File: src/hw/dtc_pkg.sv
// package: constants and types of the dual counter/timer block
package dtc_pkg;
  // ----------------------------------------------------------
  // widths and counts
  // ----------------------------------------------------------
  localparam int DW      = 32;  // bus data width
  localparam int AW      = 32;  // bus address width
  localparam int AD      = 8;   // decoded address bits
  localparam int RW      = 8;   // register width
  localparam int NT      = 2;   // number of timers
  localparam int LO_BITS = 5;   // low-byte bits used in mode 0
  localparam int PSC_W   = 6;   // prescaler counter width

  // ----------------------------------------------------------
  // register byte offsets
  // ----------------------------------------------------------
  localparam logic [AD-1:0] OFS_CTL  = 8'h00;  // run/overflow control
  localparam logic [AD-1:0] OFS_MODE = 8'h04;  // mode register
  localparam logic [AD-1:0] OFS_CLK  = 8'h08;  // clock control
  localparam logic [AD-1:0] OFS_ECFG = 8'h0C;  // ext irq config
  localparam logic [AD-1:0] OFS_IEN  = 8'h10;  // timer irq enables
  localparam logic [AD-1:0] OFS_C0L  = 8'h14;  // count 0 low byte
  localparam logic [AD-1:0] OFS_C0H  = 8'h18;  // count 0 high byte
  localparam logic [AD-1:0] OFS_C1L  = 8'h1C;  // count 1 low byte
  localparam logic [AD-1:0] OFS_C1H  = 8'h20;  // count 1 high byte
  localparam logic [AD-1:0] OFS_ISTS = 8'h24;  // sticky event status
  localparam logic [AD-1:0] OFS_IMSK = 8'h28;  // event mask

  // ----------------------------------------------------------
  // field positions; timer 1 sits one step above timer 0
  // ----------------------------------------------------------
  localparam int CTL_TF   = 5;  // overflow flag
  localparam int CTL_TR   = 4;  // run bit
  localparam int CTL_EF   = 1;  // external flag
  localparam int CTL_ET   = 0;  // external type
  localparam int CTL_STEP = 2;
  localparam int MD_SEL   = 0;  // two mode select bits
  localparam int MD_CT    = 2;  // counter/timer select
  localparam int MD_GATE  = 3;  // gate enable
  localparam int MD_STEP  = 4;
  localparam int CK_SCALE = 0;  // two clock scale bits
  localparam int CK_SYS   = 2;  // sysclk select, one per timer
  localparam int POL_BIT  = 3;  // ext irq polarity
  localparam int POL_STEP = 4;
  localparam int IEN_BIT  = 1;  // timer irq enable
  localparam int IEN_STEP = 2;
  localparam int SY_PIN   = 0;  // sync lanes of count pins
  localparam int SY_IRQ   = 2;  // sync lanes of ext irq inputs

  // ----------------------------------------------------------
  // reset values, prescaler divisors, bus codes
  // ----------------------------------------------------------
  localparam logic [RW-1:0]    REG_RST = 8'h00;
  localparam logic [PSC_W-1:0] DIV_0   = 6'h02;
  localparam logic [PSC_W-1:0] DIV_1   = 6'h04;
  localparam logic [PSC_W-1:0] DIV_2   = 6'h08;
  localparam logic [PSC_W-1:0] DIV_3   = 6'h10;
  localparam logic [1:0]       HTRANS_NONSEQ = 2'h2;

  typedef enum logic [1:0] {DTC_M13, DTC_M16, DTC_M8R, DTC_MHOLD} dtc_mode_t;
endpackage

File: src/hw/dtc_timer.sv
`timescale 1ns/1ps
// dual 16-bit counter/timer with AHB-Lite register access

// Behaviour
// - two timers, sixteen-bit count in byte pairs
// - four modes per timer, set independently
// - mode 0 counts thirteen bits, five low
// - wrap sets overflow flag, requests interrupt
// - counter select counts count pin falls
// - timer select counts system or prescaled clock
// - count only when run and gate allow
// - gate input polarity set by config bit
// - run bit never clears or loads count
// - timer 1 mirrors timer 0, own inputs
// - shared control register layout, resets zero
// - overflow request gated by enable bit
// - overflow flag writable, cleared on vectoring
module dtc_timer (
  input  wire logic                     REF_CLK,
  input  wire logic                     RESETN,
  input  wire logic                     HSEL,
  input  wire logic [dtc_pkg::AW-1:0]   HADDR,
  input  wire logic [1:0]               HTRANS,
  input  wire logic                     HWRITE,
  input  wire logic [2:0]               HSIZE,
  input  wire logic [dtc_pkg::DW-1:0]   HWDATA,
  input  wire logic                     HREADY,
  output logic      [dtc_pkg::DW-1:0]   HRDATA,
  output logic                          HREADYOUT,
  output logic                          HRESP,
  input  wire logic                     COUNT_PIN_0,
  input  wire logic                     COUNT_PIN_1,
  input  wire logic                     EXT_IRQ_INPUT_0,
  input  wire logic                     EXT_IRQ_INPUT_1,
  input  wire logic                     VEC_ACK_0,
  input  wire logic                     VEC_ACK_1,
  output logic                          TIMER_A_IRQ,
  output logic                          TIMER_B_IRQ,
  output logic                          IRQ
);
  import dtc_pkg::*;

  // ----------------------------------------------------------
  // declarations
  // ----------------------------------------------------------
  logic              rd_pend_reg;
  logic              wr_pend_reg;
  logic [AD-1:0]     addr_reg;
  logic [DW-1:0]     hrdata_reg;
  logic              acc;
  logic [RW-1:0]     rd_byte;
  logic              we_ctl;
  logic              we_mode;
  logic              we_clk;
  logic              we_ecfg;
  logic              we_ien;
  logic              we_ists;
  logic              we_imsk;
  logic [NT-1:0]     we_lo;
  logic [NT-1:0]     we_hi;
  logic [RW-1:0]     ctl_reg;
  logic [RW-1:0]     ctl_next;
  logic [RW-1:0]     mode_reg;
  logic [RW-1:0]     clk_reg;
  logic [RW-1:0]     ecfg_reg;
  logic [RW-1:0]     ien_reg;
  logic [NT-1:0]     ists_reg;
  logic [NT-1:0]     ists_next;
  logic [NT-1:0]     imsk_reg;
  logic [RW-1:0]     lo_reg [NT];
  logic [RW-1:0]     hi_reg [NT];
  logic [3:0]        sync_in;
  logic [3:0]        s1_reg;
  logic [3:0]        s2_reg;
  logic [3:0]        s3_reg;
  logic [NT-1:0]     fall;
  logic [NT-1:0]     ack;
  logic [NT-1:0]     ovf;
  logic [NT-1:0]     irq_req;
  logic [PSC_W-1:0]  psc_reg;
  logic [PSC_W-1:0]  psc_div;
  logic              psc_stb;

  // address compare used by every register strobe and the read mux
  function automatic logic dec(input logic [AD-1:0] a, input logic [AD-1:0] o);
    dec = (a == o);
  endfunction

  // prescaler divisor chosen by the clock scale bits
  function automatic logic [PSC_W-1:0] div_sel(input logic [1:0] s);
    case (s)
      2'h0:    div_sel = DIV_0;
      2'h1:    div_sel = DIV_1;
      2'h2:    div_sel = DIV_2;
      default: div_sel = DIV_3;
    endcase
  endfunction

  // ----------------------------------------------------------
  // AHB-Lite slave
  // ----------------------------------------------------------

  // address phase taken only on a selected NONSEQ with HREADY high
  assign acc       = HSEL & HREADY & (HTRANS == HTRANS_NONSEQ);
  assign HREADYOUT = ~rd_pend_reg;  // reads take one wait state
  assign HRESP     = 1'b0;
  assign HRDATA    = hrdata_reg;

  // data phase bookkeeping
  always_ff @(posedge REF_CLK or negedge RESETN) begin
    if (!RESETN) begin
      rd_pend_reg <= 1'b0;
      wr_pend_reg <= 1'b0;
      addr_reg    <= REG_RST;
    end else begin
      rd_pend_reg <= acc & ~HWRITE;
      wr_pend_reg <= acc & HWRITE;
      if (acc) begin
        addr_reg <= HADDR[AD-1:0];
      end
    end
  end

  // write strobes, committed at the end of the data phase
  assign we_ctl  = wr_pend_reg & dec(addr_reg, OFS_CTL);
  assign we_mode = wr_pend_reg & dec(addr_reg, OFS_MODE);
  assign we_clk  = wr_pend_reg & dec(addr_reg, OFS_CLK);
  assign we_ecfg = wr_pend_reg & dec(addr_reg, OFS_ECFG);
  assign we_ien  = wr_pend_reg & dec(addr_reg, OFS_IEN);
  assign we_ists = wr_pend_reg & dec(addr_reg, OFS_ISTS);
  assign we_imsk = wr_pend_reg & dec(addr_reg, OFS_IMSK);
  assign we_lo   = {wr_pend_reg & dec(addr_reg, OFS_C1L), wr_pend_reg & dec(addr_reg, OFS_C0L)};
  assign we_hi   = {wr_pend_reg & dec(addr_reg, OFS_C1H), wr_pend_reg & dec(addr_reg, OFS_C0H)};

  // read selection; unmapped offsets read zero
  assign rd_byte = dec(addr_reg, OFS_CTL)  ? ctl_reg  :
                   dec(addr_reg, OFS_MODE) ? mode_reg :
                   dec(addr_reg, OFS_CLK)  ? clk_reg  :
                   dec(addr_reg, OFS_ECFG) ? ecfg_reg :
                   dec(addr_reg, OFS_IEN)  ? ien_reg  :
                   dec(addr_reg, OFS_C0L)  ? lo_reg[0] :
                   dec(addr_reg, OFS_C0H)  ? hi_reg[0] :
                   dec(addr_reg, OFS_C1L)  ? lo_reg[1] :
                   dec(addr_reg, OFS_C1H)  ? hi_reg[1] :
                   dec(addr_reg, OFS_ISTS) ? {{(RW-NT){1'b0}}, ists_reg} :
                   dec(addr_reg, OFS_IMSK) ? {{(RW-NT){1'b0}}, imsk_reg} :
                   REG_RST;

  // read data sampled in the wait state
  always_ff @(posedge REF_CLK or negedge RESETN) begin
    if (!RESETN) begin
      hrdata_reg <= '0;
    end else if (rd_pend_reg) begin
      hrdata_reg <= {{(DW-RW){1'b0}}, rd_byte};
    end
  end

  // ----------------------------------------------------------
  // configuration and interrupt registers
  // ----------------------------------------------------------

  // plain read/write configuration
  always_ff @(posedge REF_CLK or negedge RESETN) begin
    if (!RESETN) begin
      mode_reg <= REG_RST;
      clk_reg  <= REG_RST;
      ecfg_reg <= REG_RST;
      ien_reg  <= REG_RST;
      imsk_reg <= '0;
    end else begin
      if (we_mode) mode_reg <= HWDATA[RW-1:0];
      if (we_clk)  clk_reg  <= HWDATA[RW-1:0];
      if (we_ecfg) ecfg_reg <= HWDATA[RW-1:0];
      if (we_ien)  ien_reg  <= HWDATA[RW-1:0];
      if (we_imsk) imsk_reg <= HWDATA[NT-1:0];
    end
  end

  // shared control register and sticky overflow events
  always_ff @(posedge REF_CLK or negedge RESETN) begin
    if (!RESETN) begin
      ctl_reg  <= REG_RST;
      ists_reg <= '0;
    end else begin
      ctl_reg  <= ctl_next;
      ists_reg <= ists_next;
    end
  end

  // event set wins over write-one-to-clear
  assign ists_next = ovf | (ists_reg & ~({NT{we_ists}} & HWDATA[NT-1:0]));
  assign IRQ       = |(ists_reg & imsk_reg);
  assign ack       = {VEC_ACK_1, VEC_ACK_0};
  assign TIMER_A_IRQ = irq_req[0];
  assign TIMER_B_IRQ = irq_req[1];

  // ----------------------------------------------------------
  // input synchroniser and prescaler
  // ----------------------------------------------------------

  // three stages: two to synchronise, one to find edges
  assign sync_in = {EXT_IRQ_INPUT_1, EXT_IRQ_INPUT_0, COUNT_PIN_1, COUNT_PIN_0};
  always_ff @(posedge REF_CLK or negedge RESETN) begin
    if (!RESETN) begin
      s1_reg <= '0;
      s2_reg <= '0;
      s3_reg <= '0;
    end else begin
      s1_reg <= sync_in;
      s2_reg <= s1_reg;
      s3_reg <= s2_reg;
    end
  end
  assign fall = s3_reg[SY_PIN +: NT] & ~s2_reg[SY_PIN +: NT];

  // free-running divider; strobe is one cycle wide
  assign psc_div = div_sel(clk_reg[CK_SCALE +: 2]);
  assign psc_stb = (psc_reg == psc_div - 6'h01);
  always_ff @(posedge REF_CLK or negedge RESETN) begin
    if (!RESETN) begin
      psc_reg <= '0;
    end else begin
      psc_reg <= (psc_stb | (psc_reg >= psc_div)) ? '0 : psc_reg + 6'h01;
    end
  end

  // ----------------------------------------------------------
  // timers, one generate instance each
  // ----------------------------------------------------------
  for (genvar i = 0; i < NT; i++) begin : g_tmr
    localparam int MB = MD_STEP * i;
    localparam int CB = CTL_STEP * i;
    dtc_mode_t           md;
    logic                ct;
    logic                gate;
    logic                pol;
    logic                act;
    logic                act_d;
    logic                en;
    logic                tick;
    logic                tf;
    logic                ef;
    logic                et;
    logic [RW+LO_BITS-1:0] c13;
    logic [2*RW-1:0]     c16;
    logic [RW-1:0]       lo_n;
    logic [RW-1:0]       hi_n;

    // mode decode, each timer from its own nibble
    assign md   = dtc_mode_t'(mode_reg[MB+MD_SEL +: 2]);
    assign ct   = mode_reg[MB+MD_CT];
    assign gate = mode_reg[MB+MD_GATE];
    assign pol  = ecfg_reg[POL_BIT+POL_STEP*i];
    assign act   = pol ? s2_reg[SY_IRQ+i] : ~s2_reg[SY_IRQ+i];
    assign act_d = pol ? s3_reg[SY_IRQ+i] : ~s3_reg[SY_IRQ+i];
    assign en   = ctl_reg[CTL_TR+CB] & (~gate | act);
    assign tick = en & (ct ? fall[i] : (clk_reg[CK_SYS+i] | psc_stb));
    assign tf   = ctl_reg[CTL_TF+CB];
    assign ef   = ctl_reg[CTL_EF+CB];
    assign et   = ctl_reg[CTL_ET+CB];

    // increments for the 13-bit and 16-bit widths
    assign c13 = {hi_reg[i], lo_reg[i][LO_BITS-1:0]} + 13'h0001;
    assign c16 = {hi_reg[i], lo_reg[i]} + 16'h0001;

    // overflow on the wrap from all ones
    assign ovf[i] = tick & ((md == DTC_M13) ? &{hi_reg[i], lo_reg[i][LO_BITS-1:0]} :
                            (md == DTC_M16) ? &{hi_reg[i], lo_reg[i]} :
                            (md == DTC_M8R) ? &lo_reg[i] : 1'b0);

    // next count per mode; upper low-byte bits left alone in mode 0
    always_comb begin
      lo_n = lo_reg[i];
      hi_n = hi_reg[i];
      case (md)
        DTC_M13: begin
          lo_n = {lo_reg[i][RW-1:LO_BITS], c13[LO_BITS-1:0]};
          hi_n = c13[RW+LO_BITS-1:LO_BITS];
        end
        DTC_M16: begin
          lo_n = c16[RW-1:0];
          hi_n = c16[2*RW-1:RW];
        end
        DTC_M8R: begin
          lo_n = (&lo_reg[i]) ? hi_reg[i] : lo_reg[i] + 8'h01;
        end
        default: begin
          lo_n = lo_reg[i];
        end
      endcase
    end

    // count bytes; a software load beats a tick, run never loads
    always_ff @(posedge REF_CLK or negedge RESETN) begin
      if (!RESETN) begin
        lo_reg[i] <= REG_RST;
        hi_reg[i] <= REG_RST;
      end else begin
        if (we_lo[i]) lo_reg[i] <= HWDATA[RW-1:0];
        else if (tick) lo_reg[i] <= lo_n;
        if (we_hi[i]) hi_reg[i] <= HWDATA[RW-1:0];
        else if (tick) hi_reg[i] <= hi_n;
      end
    end

    // control bits of this timer; hardware set wins
    assign ctl_next[CTL_TF+CB] = ovf[i] | (we_ctl ? HWDATA[CTL_TF+CB] : (tf & ~ack[i]));
    assign ctl_next[CTL_TR+CB] = we_ctl ? HWDATA[CTL_TR+CB] : ctl_reg[CTL_TR+CB];
    assign ctl_next[CTL_EF+CB] = et ? ((act & ~act_d) | (we_ctl ? HWDATA[CTL_EF+CB] : ef)) : act;
    assign ctl_next[CTL_ET+CB] = we_ctl ? HWDATA[CTL_ET+CB] : et;
    assign irq_req[i] = tf & ien_reg[IEN_BIT+IEN_STEP*i];

  end
endmodule
File: config.mk
export PLATFORM = sky130hd
export DESIGN_NAME = dtc_timer
export DESIGN_NICKNAME = d
export VERILOG_FILES = /design/src/hw/dtc_pkg.sv /design/src/hw/dtc_timer.sv
export SDC_FILE = /design/constraint.sdc
export NUM_CORES = 1
export LEC_CHECK = 0
export BUFFER_PORTS_ARGS = -buffer_cell sky130_fd_sc_hd__buf_2
export CORE_MARGIN = 2
export CORE_UTILIZATION = 50
export DETAILED_ROUTE_END_ITERATION = 6
export HOLD_SLACK_MARGIN = 0.05
export PLACE_DENSITY_LB_ADDON = 0.1
export SLEW_MARGIN = 20
export SYNTH_ARGS = -nofsm -noshare
export SYNTH_HDL_FRONTEND = slang
export SYNTH_SLANG_ARGS = --single-unit
File: constraint.sdc
create_clock -name REF_CLK -period 3.5 [get_ports REF_CLK]
set_input_delay 0.525 -clock REF_CLK [delete_from_list [all_inputs] [get_ports REF_CLK]]
set_output_delay 0.525 -clock REF_CLK [all_outputs]
set_load 0.02 [all_outputs]
Word-level counts from Yosys, hierarchy flattened --
Index checks and enable logic that the tools add are counted.
Cells by class: add/subtract/negate cells 8, $lt $le $gt $ge 1, equality and inequality tests 20, multiplexer cells 45, bitwise gates (word level) 55, reduce and logical (&&, ||, !) cells 27
Operators by type and width (count):
- 2-to-1 mux 8 bit | 19
- one-hot mux 8 bit (3 select lines) | 2
- adder 16 x 1 -> 16 bit (second input constant) | 2
- equality test 8 x 5 -> 1 bit (second input constant) | 4
- one-hot mux 8 bit (2 select lines) | 2
- AND reduction 16 bit | 2
- bitwise AND 1 bit | 27
- adder 13 x 1 -> 13 bit (second input constant) | 2
- AND reduction 13 bit | 2
- equality test 8 x 6 -> 1 bit (second input constant) | 3
- 2-to-1 mux 1 bit | 18
- adder 8 x 1 -> 8 bit (second input constant) | 2
- equality test 8 x 4 -> 1 bit (second input constant) | 2
- AND reduction 8 bit | 2
- one-hot mux 5 bit (3 select lines) | 1
- inverter 1 bit | 12
- nonzero test 3 bit | 4
- bitwise OR 1 bit | 9
- bitwise AND 2 bit | 4
- equality test 2 bit (second input constant) | 4
- equality test 8 x 3 -> 1 bit (second input constant) | 1
- zero test 8 bit | 1
- AND reduction 2 bit | 4
- nonzero test 2 bit | 4
- other kinds (14) | 23
Word-level totals: register bits 112, output and inout port bits 37, logic and storage cells 178

Longest topological paths before layout --
depth after elaboration 12, depth in mapped cells 9

Least setup slack after synthesis --
OpenSTA, ideal clock, no wires.
path type reg2reg, start point reg clk_reg[1], end point reg hi_reg[6] (netlist bit), arrival 2.748 ns, data required time 3.418 ns, path slack 0.670 ns, stages on the path, launching flop included 9, buffers on the path 1, cell sequence dfrtp_1 -> clkbuf_1 -> nor2_1 -> ha_1 -> or4b_4 -> o41ai_4 -> o2111ai_1 -> or3_1 -> a31oi_1
Between the ends: cells in the longest elaborated chain, start to end 9, elaborated cells on any way between the ends 11, those cells by class add/sub (1); eq/ne (3); mux (2); bitwise (2); reduce/logical (3)
Ends and longest elaborated chain:
- start, declared | line dtc_timer.sv:64 | logic [RW-1:0] clk_reg;
- start signal, assigned | line dtc_timer.sv:172 | if (we_clk) clk_reg <= HWDATA[RW-1:0];
- equality test 2 bit (tied with other cells) | line dtc_timer.sv:91 | case (s)
- one-hot mux 5 bit (3 select lines) (*) | line dtc_timer.sv:91
- subtractor 6 x 1 -> 6 bit (*) | line dtc_timer.sv:218 | assign psc_stb = (psc_reg == psc_div - 6'h01);
- equality test 6 bit (*) | line dtc_timer.sv:218
- bitwise OR 1 bit (*) | line dtc_timer.sv:257 | assign tick = en & (ct ? fall[i] : (clk_reg[CK_SYS+i] | psc_stb));
- 2-to-1 mux 1 bit (*) | line dtc_timer.sv:257
- bitwise AND 1 bit (*) | line dtc_timer.sv:257
- nonzero test 2 bit (no line) (*)
- AND reduction 2 bit (no line) (*)
- end signal, assigned by index | line dtc_timer.sv:301 | if (we_hi[i]) hi_reg[i] <= HWDATA[RW-1:0];
- end signal, assigned by index | line dtc_timer.sv:302 | else if (tick) hi_reg[i] <= hi_n;
- end, declared | line dtc_timer.sv:71 | logic [RW-1:0] hi_reg [NT];
Every way passes the cells marked *; elsewhere a longest branch is shown, timed or not. A chain may end at the register's enable or synchronous reset.

Worst setup path in the final report --
Ends and elaborated chain as after synthesis.

==> impl_metrics.sql <==
INSERT INTO impl_metrics (metric_group, metric, value, unit) VALUES
('synth', 'synth.most_common_cell', 'dfrtp_1', ''),
('detailed_routing', 'detailedRoute.firstIterationViolations', '611', ''),
('global_routing', 'maximum_number_of_pins_on_one_net_before_global_route_repair', '70', ''),
('sta', 'setup_viol', '0', ''),
('power', 'cellLeakagePower', '3.08', 'nW'),
('sta', 'final_max_slew_viols', '0', ''),
('worst_setup_path', 'cp.required', '3.79', 'ns'),
('synth', 'synthesis.yosys.warnings', '0', ''),
('min_path', 'worst_hold_path_type', 'input port to asynchronous set/reset pin', ''),
('synth', 'synthDistinctLibCells', '65', ''),
('detailed_routing', 'finalWirelength', '19900', 'µm'),
('synth', 'synth-edff-count', '0', ''),
('sta', 'worst_pin_slew', '0.986', 'ns'),
('worst_setup_path', 'rr_endpoint', 'hi_reg[6]', ''),
('global_routing', 'grt_pass1_wl', '31700', 'µm'),
('sta', 'timing.final.crit_share', '0.894', ''),
('synth', 'async_sr_flop_fraction', '1.00', ''),
('global_routing', 'first_global_vias', '5682', ''),
('die', 'floorplan.die.width', '120', 'µm'),
('synth', 'synth-seq-area-share', '0.418', ''),
('finish', 'synthToLayoutAreaGrowth', '9.12', '%'),
('sta', 'finalHoldViolCount', '0', ''),
('worst_setup_path', 'cells_along_the_critical_path', 'nor2_1 > ha_1 > or4b_4 > o41ai_4 > o2111ai_1 > or3_1 > a31oi_1', ''),
('cts', 'cts.repair_timing.setup_buffer_count', '0', ''),
('worst_setup_path', 'crit_path_end_kind', 'flip-flop', ''),
('status', 'run_status', 'complete, no violations', ''),
('worst_setup_path', 'timing.critical_path.from_type', 'flip-flop', ''),
('worst_setup_path', 'critical_path_peak_fanout', '10', ''),
('worst_setup_path', 'crit-reg2reg-launch', 'clk_reg[1]', ''),
('power', 'total_power', '3.83', 'mW'),
('placed_design', 'detailedPlacementHpwl', '14300', 'µm'),
('sta', 'setup_tns', '0', 'ns'),
('synth', 'synthesis.area', '6710', 'µm²'),
('worst_setup_path', 'critPathKind', 'flip-flop to flip-flop', ''),
('worst_setup_path', 'critical_path.slowest_cell', 'o41ai_4', ''),
('die', 'fp.dieArea', '14400', 'µm²'),
('worst_setup_path', 'timing.critical_path.max_delay_family', 'compound AO/OA/AOI/OAI gates', ''),
('global_routing', 'antenna_found_initial', '0', ''),
('finish', 'final_cells', '925', ''),
('cts', 'cts_inserted_buffers', '9', ''),
('die', 'core_region_area', '13200', 'µm²'),
('sta', 'fin_skew', '0.00751', 'ns'),
('worst_setup_path', 'cp_slowest_stage_delay', '0.70', 'ns'),
('cts', 'cts_hold_buffers', '0', ''),
('synth', 'synth.avg_cell_area', '9.34', 'µm²'),
('cts', 'ctsHtreeMaxLevel', '3', ''),
('die', 'die_height', '120', 'µm'),
('detailed_routing', 'vias', '5866', ''),
('synth', 'synthDominantCellAreaShare', '0.418', ''),
('detailed_routing', 'drt_pass1_iterations', '6', ''),
('cts', 'cts.clk_slew.worst_paths', '0.08', 'ns'),
('worst_setup_path', 'timing.reg2reg.worst_path_depth', '7', ''),
('worst_setup_path', 'crit_start', 'clk_reg[1]', ''),
('global_routing', 'grt.overflow.total', '0', ''),
('finish', 'antennaDiodeCount', '0', ''),
('detailed_routing', 'drt.antenna.violating_nets', '0', ''),
('cts', 'post_cts_resized', '0', ''),
('cts', 'cts.sink_count', '112', ''),
('sta', 'slew_headroom', '0.341', ''),
('sta', 'fmax', '320', 'MHz'),
('sta', 'timing.final.crit_period', '3.13', 'ns'),
('synth', 'synth-seq-cells', '112', ''),
('die', 'initial_core_util', '0.509', ''),
('run', 'max_cap_violations', '0', ''),
('placed_design', 'routabilityCongestion', '1.00', ''),
('power', 'cellPowerDensity', '523', 'nW/µm²'),
('sta', 'hold_slack', '0.165', 'ns'),
('finish', 'drive_gt1_frac', '0.164', ''),
('finish', 'nets', '837', ''),
('power', 'vdd_drop_max', '302', 'µV'),
('synth', 'synth.cells.most_frequent', '112 x dfrtp_1, 65 x nand2_1, 53 x o21ai_0', '');
[cell usage in the layout (no fill, tap or decap), types with 8 or more instances in the layout]
cell,count
a21oi_1,24
a221oi_1,9
a22oi_1,13
a31oi_1,17
and3_1,10
buf_2,39
buf_4,14
clkbuf_16,9
conb_1,25
dfrtp_1,112
ha_1,13
inv_1,22
mux2_2,42
mux2i_1,14
nand2_1,65
nand2b_1,8
nand3_1,34
nand4_1,11
nor2_1,46
nor3_1,17
o211ai_1,9
o21ai_0,53
o22ai_1,13
xor2_1,16
[worst register-to-register path, delay by kind of cell (launching register included)]
| family | cells | cell delay [ns] |
|---|---|---|
| AO/OA/AOI/OAI | 3 | 1.18 |
| adder cells (fa/ha/maj) | 1 | 0.30 |
| flip-flops | 1 | 0.54 |
| AND/OR/NAND/NOR | 3 | 1.03 |
[final cells by class]
type                    instances  area (µm²)
flip-flops and latches        112        2800
inverters                      22        82.6
repair buffers                 54         320
clock inverters                 7        76.3
well taps                     176         220
clock buffers                   9         225
multi-input cells             545        3590
fillers                      1252        5870
[metal layers]
layer / routed length (µm) / vias to the layer above / part of all wire / GRT usage
li1: - / 2670 / - / -
met1: 8700 / 2897 / 0.44 / 0.400
met2: 9190 / 269 / 0.46 / 0.449
met3: 1530 / 30 / 0.077 / 0.0694
met4: 487 / 0 / 0.024 / 0.0882
met5: 0 / - / 0 / 0
[cells by family after synthesis]
group / share of synthesized area
adders and majority gates: 0.0242
buffers and inverters: 0.0628
DFF: 0.418
AOI/OAI and AO/OA: 0.199
xor gates and xnor gates: 0.0274
other: 0.000559
muxes: 0.0914
and+or+nand+nor: 0.177
[stage by stage]
| stage | setup WS [ns] | area [µm²] | util |
|---|---|---|---|
| after global routing | 0.200 | 7320 | 0.555 |
| after global placement | 0.479 | 7020 | 0.532 |
| after floorplan | 0.670 | 6800 | - |
| final | 0.371 | 7320 | 0.555 |
| after detailed placement | 0.410 | 7020 | 0.532 |
| after CTS | 0.397 | 7320 | 0.555 |
[power by group]
| group | leakage (nW) | total, mW | internal (mW) | switching [mW] |
|---|---|---|---|---|
| combinational | 1.58 | 1.01 | 0.421 | 0.594 |
| sequential | 1.35 | 1.77 | 1.46 | 0.304 |
| clock | 0.145 | 1.05 | 0.508 | 0.539 |
[worst max path at each step]
stage                endpoint  slack (ns)  cells after the start
CTS                 lo_reg[7]        0.40                      7
finish              hi_reg[6]        0.37                      7
global route        hi_reg[6]        0.20                      7
global placement    lo_reg[7]        0.48                      7
detailed placement  lo_reg[7]        0.41                      7
floorplan           hi_reg[6]        0.67                      8
Power figures use the tool's default switching activity.
